## src/rtl/getc_defines.vh

```
`ifndef GETC_DEFINES_VH
`define GETC_DEFINES_VH

// Register byte offsets on the APB port
`define GETC_OFF_RISE_SET    12'h000
`define GETC_OFF_RISE_CLR    12'h004
`define GETC_OFF_FALL_SET    12'h008
`define GETC_OFF_FALL_CLR    12'h00C
`define GETC_OFF_EVT_STATUS  12'h010
`define GETC_OFF_EVT_MASK    12'h014

// Reset values
`define GETC_RST_VEC         16'h0000
`define GETC_RST_DATA        32'h0000_0000

// Upper bits above the pin field read as zero
`define GETC_ZERO_HI         16'h0000

// Single-bit flop values
`define GETC_BIT_OFF         1'h0
`define GETC_BIT_ON          1'h1

// Settle shifter: compares start once the previous copy holds a real sample
`define GETC_SETTLE_MSB      2
`define GETC_SETTLE_RST      3'h0

`endif

```

## src/rtl/getc_edge_trigger.v

```verilog
// Behaviour
// - A low-to-high pin transition with the rising enable set raises that pin's event output.
// - A high-to-low pin transition with the falling enable set raises that pin's event output.
// - The two enable vectors have no address and change only through their set and clear registers.
// - Writing 1 to bit n of rise_trigger_set sets bit n of the rising enable vector.
// - Writing 1 to bit n of rise_trigger_clear clears bit n of the rising enable vector.
// - Writing 1 to bit n of fall_trigger_set sets bit n of the falling enable vector.
// - Writing 0 to any bit of a set or clear register leaves the enable bit as it was.
// - Reading rise_trigger_set or rise_trigger_clear returns the rising enable vector in bits 15-0.
// - Reading fall_trigger_set returns the falling enable vector in bits 15-0.
// - Bits 31-16 of every trigger register read 0 and ignore writes.
// - Writing 1 to fall_trigger_clear clears falling enable bits, and reading it returns that vector.
`timescale 1ns/1ps
`include "getc_defines.vh"

// Register map, byte offsets on the APB port
//   0x000 rise_trigger_set    ones set rising enables, reads the rising vector
//   0x004 rise_trigger_clear  ones clear rising enables, reads the rising vector
//   0x008 fall_trigger_set    ones set falling enables, reads the falling vector
//   0x00C fall_trigger_clear  ones clear falling enables, reads the falling vector
//   0x010 event status        sticky per pin, write one to clear
//   0x014 event mask          per pin, gates the interrupt level
// Any other address answers with pslverr and reads zero.
// Timing: a pin change reaches pin_event_out two edges after it is first sampled, on the third edge counting the sampling edge.

module getc_edge_trigger #(
    parameter PINS = 16
) (
    input  wire              clk,
    input  wire              reset,
    input  wire              psel,
    input  wire              penable,
    input  wire              pwrite,
    input  wire [11:0]       paddr,
    input  wire [31:0]       pwdata,
    output reg  [31:0]       prdata,
    output reg               pready,
    output reg               pslverr,
    input  wire [PINS-1:0]   general_pin,
    output reg  [PINS-1:0]   pin_event_out,
    output reg               irq
);

    // Register select decode, shared by read and write paths
    function is_addr;
        input [11:0] a;
        input [11:0] off;
        begin
            is_addr = (a == off);
        end
    endfunction

    // Hidden trigger enables, one flop per pin; no address reaches them directly
    wire [PINS-1:0]           rise_edge_enable_vector;
    wire [PINS-1:0]           fall_edge_enable_vector;

    // Pin sampling chain and the settle shifter that guards the first compares
    reg  [PINS-1:0]           pin_sync1_r;
    reg  [PINS-1:0]           pin_sync2_r;
    reg  [PINS-1:0]           pin_prev_r;
    reg  [`GETC_SETTLE_MSB:0] prev_valid_r;

    // Event bookkeeping, one bit per pin
    wire [PINS-1:0]           evt_status;
    wire [PINS-1:0]           evt_mask;

    // Bus decode
    wire [PINS-1:0]           wbits;
    wire                      access;
    wire                      wr;
    wire                      rd;
    wire                      mapped;
    wire                      sel_rise_set;
    wire                      sel_rise_clr;
    wire                      sel_fall_set;
    wire                      sel_fall_clr;
    wire                      sel_status;
    wire                      sel_mask;
    wire                      wr_rise_set;
    wire                      wr_rise_clr;
    wire                      wr_fall_set;
    wire                      wr_fall_clr;
    wire                      wr_status;
    wire                      wr_mask;
    wire [31:0]               rdata_nxt;

    // Edge detection and event paths
    wire                      compare_ok;
    wire [PINS-1:0]           rise_seen;
    wire [PINS-1:0]           fall_seen;
    wire [PINS-1:0]           rise_hit;
    wire [PINS-1:0]           fall_hit;
    wire [PINS-1:0]           evt_nxt;
    wire [PINS-1:0]           status_nxt;
    wire [PINS-1:0]           mask_nxt;
    wire                      irq_nxt;

    genvar gi;

    // Upper write bits are dropped here, so they never reach state
    assign wbits  = pwdata[PINS-1:0];

    // Only the first access-phase edge takes a transfer; the pready cycle must not repeat it
    assign access = psel & penable & ~pready;
    assign wr     = access & pwrite;
    assign rd     = access & ~pwrite;

    // One select per register word; nothing selects the enable vectors themselves
    assign sel_rise_set = is_addr(paddr, `GETC_OFF_RISE_SET);
    assign sel_rise_clr = is_addr(paddr, `GETC_OFF_RISE_CLR);
    assign sel_fall_set = is_addr(paddr, `GETC_OFF_FALL_SET);
    assign sel_fall_clr = is_addr(paddr, `GETC_OFF_FALL_CLR);
    assign sel_status   = is_addr(paddr, `GETC_OFF_EVT_STATUS);
    assign sel_mask     = is_addr(paddr, `GETC_OFF_EVT_MASK);
    assign mapped       = sel_rise_set | sel_rise_clr | sel_fall_set |
                          sel_fall_clr | sel_status | sel_mask;

    // Write strobes, each live for the single taking edge
    assign wr_rise_set = wr & sel_rise_set;
    assign wr_rise_clr = wr & sel_rise_clr;
    assign wr_fall_set = wr & sel_fall_set;
    assign wr_fall_clr = wr & sel_fall_clr;
    assign wr_status   = wr & sel_status;
    assign wr_mask     = wr & sel_mask;

    // Enable flops per pin; a 0 in the written word leaves the bit alone
    generate
        for (gi = 0; gi < PINS; gi = gi + 1) begin : g_enable
            reg rise_en_r;
            reg fall_en_r;

            // Set and clear strobes decode different words, so they never meet
            always @(posedge clk or posedge reset) begin
                if (reset) begin
                    rise_en_r <= `GETC_BIT_OFF;
                end else if (wr_rise_set && wbits[gi]) begin
                    rise_en_r <= `GETC_BIT_ON;
                end else if (wr_rise_clr && wbits[gi]) begin
                    rise_en_r <= `GETC_BIT_OFF;
                end
            end

            // Falling enable, same pattern on its own pair of words
            always @(posedge clk or posedge reset) begin
                if (reset) begin
                    fall_en_r <= `GETC_BIT_OFF;
                end else if (wr_fall_set && wbits[gi]) begin
                    fall_en_r <= `GETC_BIT_ON;
                end else if (wr_fall_clr && wbits[gi]) begin
                    fall_en_r <= `GETC_BIT_OFF;
                end
            end

            assign rise_edge_enable_vector[gi] = rise_en_r;
            assign fall_edge_enable_vector[gi] = fall_en_r;
        end
    endgenerate

    // Two-stage sampler plus previous copy; only stage two feeds the compare
    always @(posedge clk or posedge reset) begin
        if (reset) begin
            pin_sync1_r  <= `GETC_RST_VEC;
            pin_sync2_r  <= `GETC_RST_VEC;
            pin_prev_r   <= `GETC_RST_VEC;
            prev_valid_r <= `GETC_SETTLE_RST;
        end else begin
            pin_sync1_r  <= general_pin;
            pin_sync2_r  <= pin_sync1_r;
            pin_prev_r   <= pin_sync2_r;
            prev_valid_r <= {prev_valid_r[`GETC_SETTLE_MSB-1:0], `GETC_BIT_ON};
        end
    end

    // The previous copy holds its reset value until the third edge; a pin high
    // through reset would look like a rising edge if compared any sooner
    assign compare_ok = prev_valid_r[`GETC_SETTLE_MSB];

    // Edge compare per pin; either enabled direction drives the same event line
    generate
        for (gi = 0; gi < PINS; gi = gi + 1) begin : g_edge
            assign rise_seen[gi] = pin_sync2_r[gi] & ~pin_prev_r[gi];
            assign fall_seen[gi] = ~pin_sync2_r[gi] & pin_prev_r[gi];
            assign rise_hit[gi]  = rise_seen[gi] & rise_edge_enable_vector[gi];
            assign fall_hit[gi]  = fall_seen[gi] & fall_edge_enable_vector[gi];
            assign evt_nxt[gi]   = compare_ok & (rise_hit[gi] | fall_hit[gi]);
        end
    endgenerate

    // Sticky status and mask per pin; a new event wins over a same-cycle clear
    generate
        for (gi = 0; gi < PINS; gi = gi + 1) begin : g_status
            reg status_r;
            reg mask_r;

            assign status_nxt[gi] = evt_nxt[gi] | (status_r & ~(wr_status & wbits[gi]));
            assign mask_nxt[gi]   = wr_mask ? wbits[gi] : mask_r;

            // Status and mask flops
            always @(posedge clk or posedge reset) begin
                if (reset) begin
                    status_r <= `GETC_BIT_OFF;
                    mask_r   <= `GETC_BIT_OFF;
                end else begin
                    status_r <= status_nxt[gi];
                    mask_r   <= mask_nxt[gi];
                end
            end

            assign evt_status[gi] = status_r;
            assign evt_mask[gi]   = mask_r;
        end
    endgenerate

    // Interrupt level built from next values, so a mask write acts at the same edge
    assign irq_nxt = |(status_nxt & mask_nxt);

    // Event pulses and interrupt level
    always @(posedge clk or posedge reset) begin
        if (reset) begin
            pin_event_out <= `GETC_RST_VEC;
            irq           <= `GETC_BIT_OFF;
        end else begin
            pin_event_out <= evt_nxt;
            irq           <= irq_nxt;
        end
    end

    // Read word for the selected register; both words of a direction return its vector
    function [31:0] read_word;
        input [11:0]     a;
        input [PINS-1:0] rise_v;
        input [PINS-1:0] fall_v;
        input [PINS-1:0] stat_v;
        input [PINS-1:0] mask_v;
        begin
            case (a)
                `GETC_OFF_RISE_SET:   read_word = {`GETC_ZERO_HI, rise_v};
                `GETC_OFF_RISE_CLR:   read_word = {`GETC_ZERO_HI, rise_v};
                `GETC_OFF_FALL_SET:   read_word = {`GETC_ZERO_HI, fall_v};
                `GETC_OFF_FALL_CLR:   read_word = {`GETC_ZERO_HI, fall_v};
                `GETC_OFF_EVT_STATUS: read_word = {`GETC_ZERO_HI, stat_v};
                `GETC_OFF_EVT_MASK:   read_word = {`GETC_ZERO_HI, mask_v};
                default:              read_word = `GETC_RST_DATA;
            endcase
        end
    endfunction

    assign rdata_nxt = read_word(paddr, rise_edge_enable_vector, fall_edge_enable_vector,
                                 evt_status, evt_mask);

    // APB answer: one wait state, pready pulses for one cycle per transfer
    always @(posedge clk or posedge reset) begin
        if (reset) begin
            pready  <= `GETC_BIT_OFF;
            pslverr <= `GETC_BIT_OFF;
            prdata  <= `GETC_RST_DATA;
        end else begin
            pready  <= access;
            pslverr <= access & ~mapped;
            prdata  <= rd ? rdata_nxt : `GETC_RST_DATA;                        // Zero outside the answer cycle
        end
    end

endmodule // getc_edge_trigger

```

## config.mk

```make
export PLATFORM = sky130hd
export DESIGN_NAME = getc_edge_trigger
export DESIGN_NICKNAME = d
export VERILOG_FILES = /design/src/rtl/getc_edge_trigger.v
export VERILOG_INCLUDE_DIRS = /design/src /design/src/rtl
export SDC_FILE = /design/constraint.sdc
export NUM_CORES = 1
export LEC_CHECK = 0
export ABC_CLOCK_PERIOD_IN_PS = 12800
export BUFFER_PORTS_ARGS = -buffer_cell sky130_fd_sc_hd__buf_4
export CAP_MARGIN = 30
export CORE_UTILIZATION = 60
export CTS_BUF_LIST = sky130_fd_sc_hd__clkbuf_4 sky130_fd_sc_hd__clkbuf_8
export CTS_CLUSTER_SIZE = 24
export DETAILED_ROUTE_END_ITERATION = 16
export HOLD_SLACK_MARGIN = 0.15
export MAX_ROUTING_LAYER = met4
export PLACE_DENSITY = 0.84
export SLEW_MARGIN = 20
export SYNTH_ARGS = -nofsm -noshare
export SYNTH_HDL_FRONTEND = slang
export SYNTH_SLANG_ARGS = --single-unit
export TNS_END_PERCENT = 50
```

## constraint.sdc

```tcl
create_clock -name clk -period 12.8 [get_ports clk]
set_clock_uncertainty 0.1 [all_clocks]
set_input_delay 0 -clock clk [delete_from_list [all_inputs] [get_ports clk]]
set_output_delay 0 -clock clk [all_outputs]
set_load 0.01 [all_outputs]
```

==> results of run 1 <==
-- cells in the mapped netlist (3+ instances only) --
master / count
dfrtp_1: 150
nand2_1: 102
a22o_1: 32
o21ai_0: 32
inv_1: 29
buf_4: 19
o31ai_1: 18
a21oi_1: 17
nand3b_1: 17
a222oi_1: 16
a22oi_1: 12
nand3_1: 12
buf_2: 9
clkbuf_1: 9
and2_1: 6
nand2b_1: 5
a2111oi_1: 4
nor3_1: 3
-- power by group --
part           switching (mW)  internal (mW)
clock network           0.170          0.219
registers             0.00579          0.482
logic                  0.0255         0.0246
total                   0.201          0.726
-- sequential cells by signal, summed over array words and instances, names as in the netlist --
signal / count
pin_sync1_r: 16
irq: 1
pin_sync2_r: 16
pin_prev_r: 16
pready: 1
pslverr: 1
pin_event_out: 16
prev_valid_r: 3
g_status.status_r: 16
prdata: 16
g_enable.rise_en_r: 16
g_status.mask_r: 16
g_enable.fall_en_r: 16
-- repair_timing --
item                                    4_1_cts  5_1_grt
endpoints found under the setup margin        0        0
hold buffers                                 62        0
endpoints found under the hold margin       195        0
-- layout make-up --
| class | count | area (sq um) |
|---|---|---|
| Inverter | 29 | 114 |
| Timing Repair Buffer | 152 | 1300 |
| Sequential cell | 150 | 3750 |
| Multi-Input combinational cell | 311 | 1920 |
| Tap cell | 133 | 166 |
| Clock inverter | 8 | 120 |
| Fill cell | 591 | 2000 |
| Clock buffer | 24 | 312 |
-- cells by family after synthesis --
kind of cell           Yosys count  share of synthesized area (%)
and+or+nand+nor                161                           14.5
DFF                            150                           63.0
AOI/OAI and AO/OA              133                           16.4
buffers and inverters           69                           5.98
other                            2                          0.126
-- through the flow --
stage	worst slack, ns	power, mW	cell area [sq um]	hold slack (ns)	utilization (%)
after floorplan	8.66	0.515	6020	-0.0686	-
after global placement	9.88	0.531	6610	0.00958	68.3
after detailed placement	9.86	0.533	6630	0.0106	68.5
after CTS	9.25	0.927	7680	0.157	79.3
after global routing	9.03	0.954	7680	0.220	79.3
final	9.16	0.927	7680	0.186	79.3
-- per-layer routing --
metal | up-vias | share of wire [%]
li1 | 2090 | -
met1 | 2350 | 38
met2 | 243 | 51
met3 | 51 | 7.5
met4 | 0 | 3.2
met5 | - | 0
-- critical path: stages (launching register included) --
cell           delay, ns
dfrtp_1             0.41
and4b_1             0.32
nand2_1             0.48
nor4_4              0.31
dlygate4sd3_1       0.85
buf_6               0.22
nand2_1             0.07
a22o_1              0.22
dlygate4sd3_1       0.55
-- path summary, 6_finish.rpt --
path,cells past startpoint,start,slack (ns),end
min in group clk,5,paddr[5],0.19,g_status[5].status_r
max reg2reg,8,pready,9.16,g_enable[15].rise_en_r
min reg2reg,0,pin_sync1_r[0],0.25,pin_sync2_r[0]
min,3,reset,0.19,pin_sync1_r[11]
max in group asynchronous,4,reset,11.22,g_enable[11].fall_en_r
max,8,pready,9.16,g_enable[15].rise_en_r
==> impl_metrics.tcl, run 1 <==
set metrics [dict create \
    layout_min_cycle_time_ns 3.64 \
    tightest_slew_ns 0.957 \
    grt_antenna_before_repair 0 \
    cts_resized 0 \
    synthArstFlopShare_pct 100 \
    ant_nets 0 \
    p_per_area_nw_per_um2 121 \
    area_growth_pct 28.9 \
    yosys.area.top_type "dfrtp_1" \
    synthTopCellsByArea "dfrtp_1, nand2_1, a22o_1" \
    drive_gt1_share_pct 20.0 \
    wirelength_mm 15.0 \
    syn_inst 515 \
    cts_setup_buffers 0 \
    h-tree-depth 4 \
    place.gp.congestion 0.865 \
    initial_core_util_pct 61.5 \
    use_met1_pct 39.1 \
    synth_edf_count 0 \
    yosysSeqAreaShare_pct 63.0 \
    grt_first_pass_wirelength_mm 24.0 \
    p_leak_nw 3.69 \
    maxSlewViolCount 0 \
    netlist_area_sq_um 5960 \
    crit_path_max_fanout 21 \
    relSlewSlack_pct 36.1 \
    grt_util_all_layers_pct 32.9 \
    grt_pass1_vias 4957 \
    grtUsageMet3_pct 7.04 \
    fmax_ghz 0.275 \
    drc_errors 0 \
    finalCritPeriodShare_pct 28.4 \
    critPathCaptureType "register" \
    dr_total_vias 4734 \
    clk_pin_slew_worst_paths_ns 0.08 \
    nets 726 \
    final_cell_count_no_fill 807 \
    avgViaCountPerCell 5.87 \
    critPathKind "register to register" \
    dr.pass1.iters 7 \
    final_cell_mix "dfrtp_1, nand2_1, buf_4" \
    cts_tree "done" \
    syn_avg_cell_area_sq_um 11.6 \
    met2_usage_pct 52.2 \
    rows 36 \
    status "completed" \
    dp.cells 713 \
    cts-root-buf "clkbuf_8" \
    grt_max_degree 98 \
    synthFlopType "dfrtp_1" \
    hold_viol_final 0 \
    clock_latency_ns 0.45 \
    num_antenna_cells 0 \
    vdd_drop_max_mv 0.144 \
    ys_ff_latch 150 \
    gr-max-usage-layer "met2" \
    ys_types 36 \
    portBuffers 83 \
    yosysWarningCount 0 \
    clockBufferDepth 2 \
    mostFrequentLayoutCell "dfrtp_1" \
    cts_made_buffers 17 \
    critPathRequiredTime_ns 13.04 \
    ios 116 \
    drt_iter0_drc 439 \
    clock-sinks 150 \
    core_area_sq_um 9680 \
    grt_overflow 0 \
    fp.dieArea_sq_um 10300 \
    wl_per_cell_um 18.6 \
    die_w_um 102 \
    setup.worst_path.start_class "register" \
    synth.top_cell.area_share_pct 63.0 \
    rsz0062_at_grt "no" \
    setup_viol 0 \
    hold_path_class "input port to asynchronous set/reset pin" \
    cap_violations 0 \
    dieHeight_um 102 \
    final.setup.tns_ns 0 \
    worstPathArrival_ns 3.88 \
    dpl.hpwl_mm 8.61 \
]
Note: power is estimated with default switching activity, not from simulation.
==> run 2: changes to the inputs <==
- ABC_AREA: not set -> 1
- ABC_CLOCK_PERIOD_IN_PS: 12800 -> 3700
- CORE_UTILIZATION: 60 -> 57
- PLACE_DENSITY: 0.84 -> 0.8
- clock period: 12.8 -> 3.7 ns (I/O delays scaled with it)
==> impl_metrics.tcl, run 2 <==
set metrics [dict create \
    critPathKind "input port to register" \
    place.gp.congestion 0.836 \
    path_cells "dlygate4sd3_1, buf_4, nor2_2, dlygate4sd3_1, nand2_2, dlygate4sd3_1, nor2_2, nand3_2, o21ai_1, nand2_1, nand2_1, inv_1, nand2_1, nor2_1, nand2_1" \
    post_dp_cell_area_sq_um 6690 \
    cts_resized 0 \
    grt_antenna_before_repair 0 \
    layout_min_cycle_time_ns 3.51 \
    p_per_area_nw_per_um2 429 \
    final.setup.tns_ns 0 \
    area_growth_pct 30.1 \
    status "completed" \
    path_buf_inv 5 \
    dp.cells 832 \
    synth_edf_count 0 \
    netlist_top_cells_count "nand2_1, dfrtp_1, inv_1, o21ai_0, nand3_1" \
    synthFlopType "dfrtp_1" \
    yosysMostFrequentCell "nand2_1" \
    cts_tree "done" \
    h-tree-depth 4 \
    yosysSeqAreaShare_pct 62.2 \
    ff2ff_path_depth 7 \
    fp.dieArea_sq_um 11000 \
    synthArstFlopShare_pct 100 \
    critPathRequiredTime_ns 3.98 \
    dr.pass1.iters 5 \
    portBuffers 83 \
    vdd_drop_max_mv 0.342 \
    worstPathArrival_ns 3.79 \
    num_antenna_cells 0 \
    setup.worst_path.start_class "input port" \
    grt_pass1_vias 5079 \
    setup_viol 0 \
    wl_per_cell_um 15.6 \
    initial_core_util_pct 58.7 \
    yosys.area.top_type "dfrtp_1" \
    hold_viol_final 0 \
    maxSlewViolCount 0 \
    mostFrequentLayoutCell "nand2_1" \
    rows 37 \
    ys_types 25 \
    tightest_slew_ns 0.974 \
    dr_total_vias 4994 \
    nets 848 \
    drive_gt1_share_pct 17.0 \
    p_leak_nw 4.02 \
    path_delay_family "buffers and inverters" \
    critPathMaxStageDelay_ns 0.65 \
    core_area_sq_um 10300 \
    avgViaCountPerCell 5.36 \
    final_cell_mix "nand2_1, dfrtp_1, buf_4" \
    clock_latency_ns 0.45 \
    synth.top_cell.area_share_pct 62.2 \
    critical_path_depth 15 \
    hold_path_class "input port to asynchronous set/reset pin" \
    ant_nets 0 \
    final_area_sq_um 7850 \
    cts-root-buf "clkbuf_8" \
    clock-sinks 150 \
    grt_max_degree 151 \
    netlist_area_sq_um 6030 \
    clk_pin_slew_worst_paths_ns 0.08 \
    grt_first_pass_wirelength_mm 23.4 \
    finalCritPeriodShare_pct 94.7 \
    clockBufferDepth 2 \
    grt_util_all_layers_pct 29.0 \
    wirelength_mm 14.5 \
    dieHeight_um 105 \
    ios 116 \
    relSlewSlack_pct 34.9 \
    path_common_cell "nand2_1" \
    grt_overflow 0 \
    dpl.hpwl_mm 8.34 \
    drc_errors 0 \
    syn_inst 631 \
    yosysWarningCount 0 \
    final_cell_count_no_fill 932 \
    critPathCaptureType "register" \
    die_w_um 105 \
    cts_made_buffers 17 \
    crit_path_max_fanout 31 \
    rsz0062_at_grt "no" \
    drt_iter0_drc 359 \
    cp_slowest_cell "dlygate4sd3_1" \
    ys_ff_latch 150 \
    fmax_ghz 0.285 \
    syn_avg_cell_area_sq_um 9.56 \
    cts_setup_buffers 0 \
    synthTopCellsByArea "dfrtp_1, nand2_1, inv_1" \
    cap_violations 0 \
]
-- run 2: cell types whose count changed after synthesis, sizes merged, moves of 18 or more --
cell,before,now
nand2,102,171
inv,29,84
o21ai,32,66
a22o,32,0
nor2,2,22
o31ai,20,0
nand3,13,31
-- run 2: path summary, 6_finish.rpt --
path	start	endpoint	slack, ns
min reg2reg	pin_sync1_r[0]	pin_sync2_r[0]	0.25
min in group clk	pwdata[0]	g_enable[0].rise_en_r	0.23
max reg2reg	pready	g_enable[7].rise_en_r	0.87
max in group asynchronous	reset	pin_sync2_r[3]	2.66
min	reset	prdata[5]	0.20
max	paddr[0]	irq	0.19
-- run 2: what timing repair did --
action                                  in CTS  in global routing
endpoints found under the setup margin       0                  1
hold buffers                                68                  0
hold endpoints to repair                   249                  0
-- run 2: cell type report --
class	count	area (sq um)
clock buffers	23	304
clock inverters	9	170
fillers	686	2430
inverters	84	319
multi-input cells	375	1780
flip-flops and latches	150	3750
well taps	136	170
repair buffers	155	1350
-- run 2: cell families after synthesis --
group | share of synthesized area, %
simple gates | 17.4
compound gates | 11.1
buf+inv | 9.17
flops | 62.2
other cells | 0.124
-- run 2: layer usage --
layer / vias up / wire (um) / share of wire (%) / global-route usage (%)
li1: 2304 / - / - / -
met1: 2424 / 5590 / 39 / 33.3
met2: 224 / 7440 / 51 / 47.5
met3: 42 / 1030 / 7.1 / 7.36
met4: 0 / 433 / 3.0 / 14.7
met5: - / 0 / 0 / -
-- run 2: per-stage QoR --
step	utilization (%)	hold WS (ns)	setup WS [ns]	power [mW]
floorplan	-	-0.0686	1.71	1.81
global placement	65.1	0.00940	0.978	1.88
detailed placement	65.1	0.0104	0.856	1.89
CTS	76.3	0.196	0.111	3.39
global route	76.4	0.201	0.0306	3.47
finish	76.4	0.201	0.194	3.37
-- run 2: worst register-to-register path: stages (launching register included) --
cell and delay (ns):
dfrtp_1 0.39, inv_1 0.06, nand3_1 0.12, nor2_1 0.29, buf_4 0.32, nand4_1 0.80, o21ai_0 0.53, nand2_1 0.10
-- run 2: report_power, final --
part           internal (mW)  switching [mW]
clock                  0.886           0.569
combinational          0.105           0.116
sequential              1.68          0.0163
total                   2.67           0.702
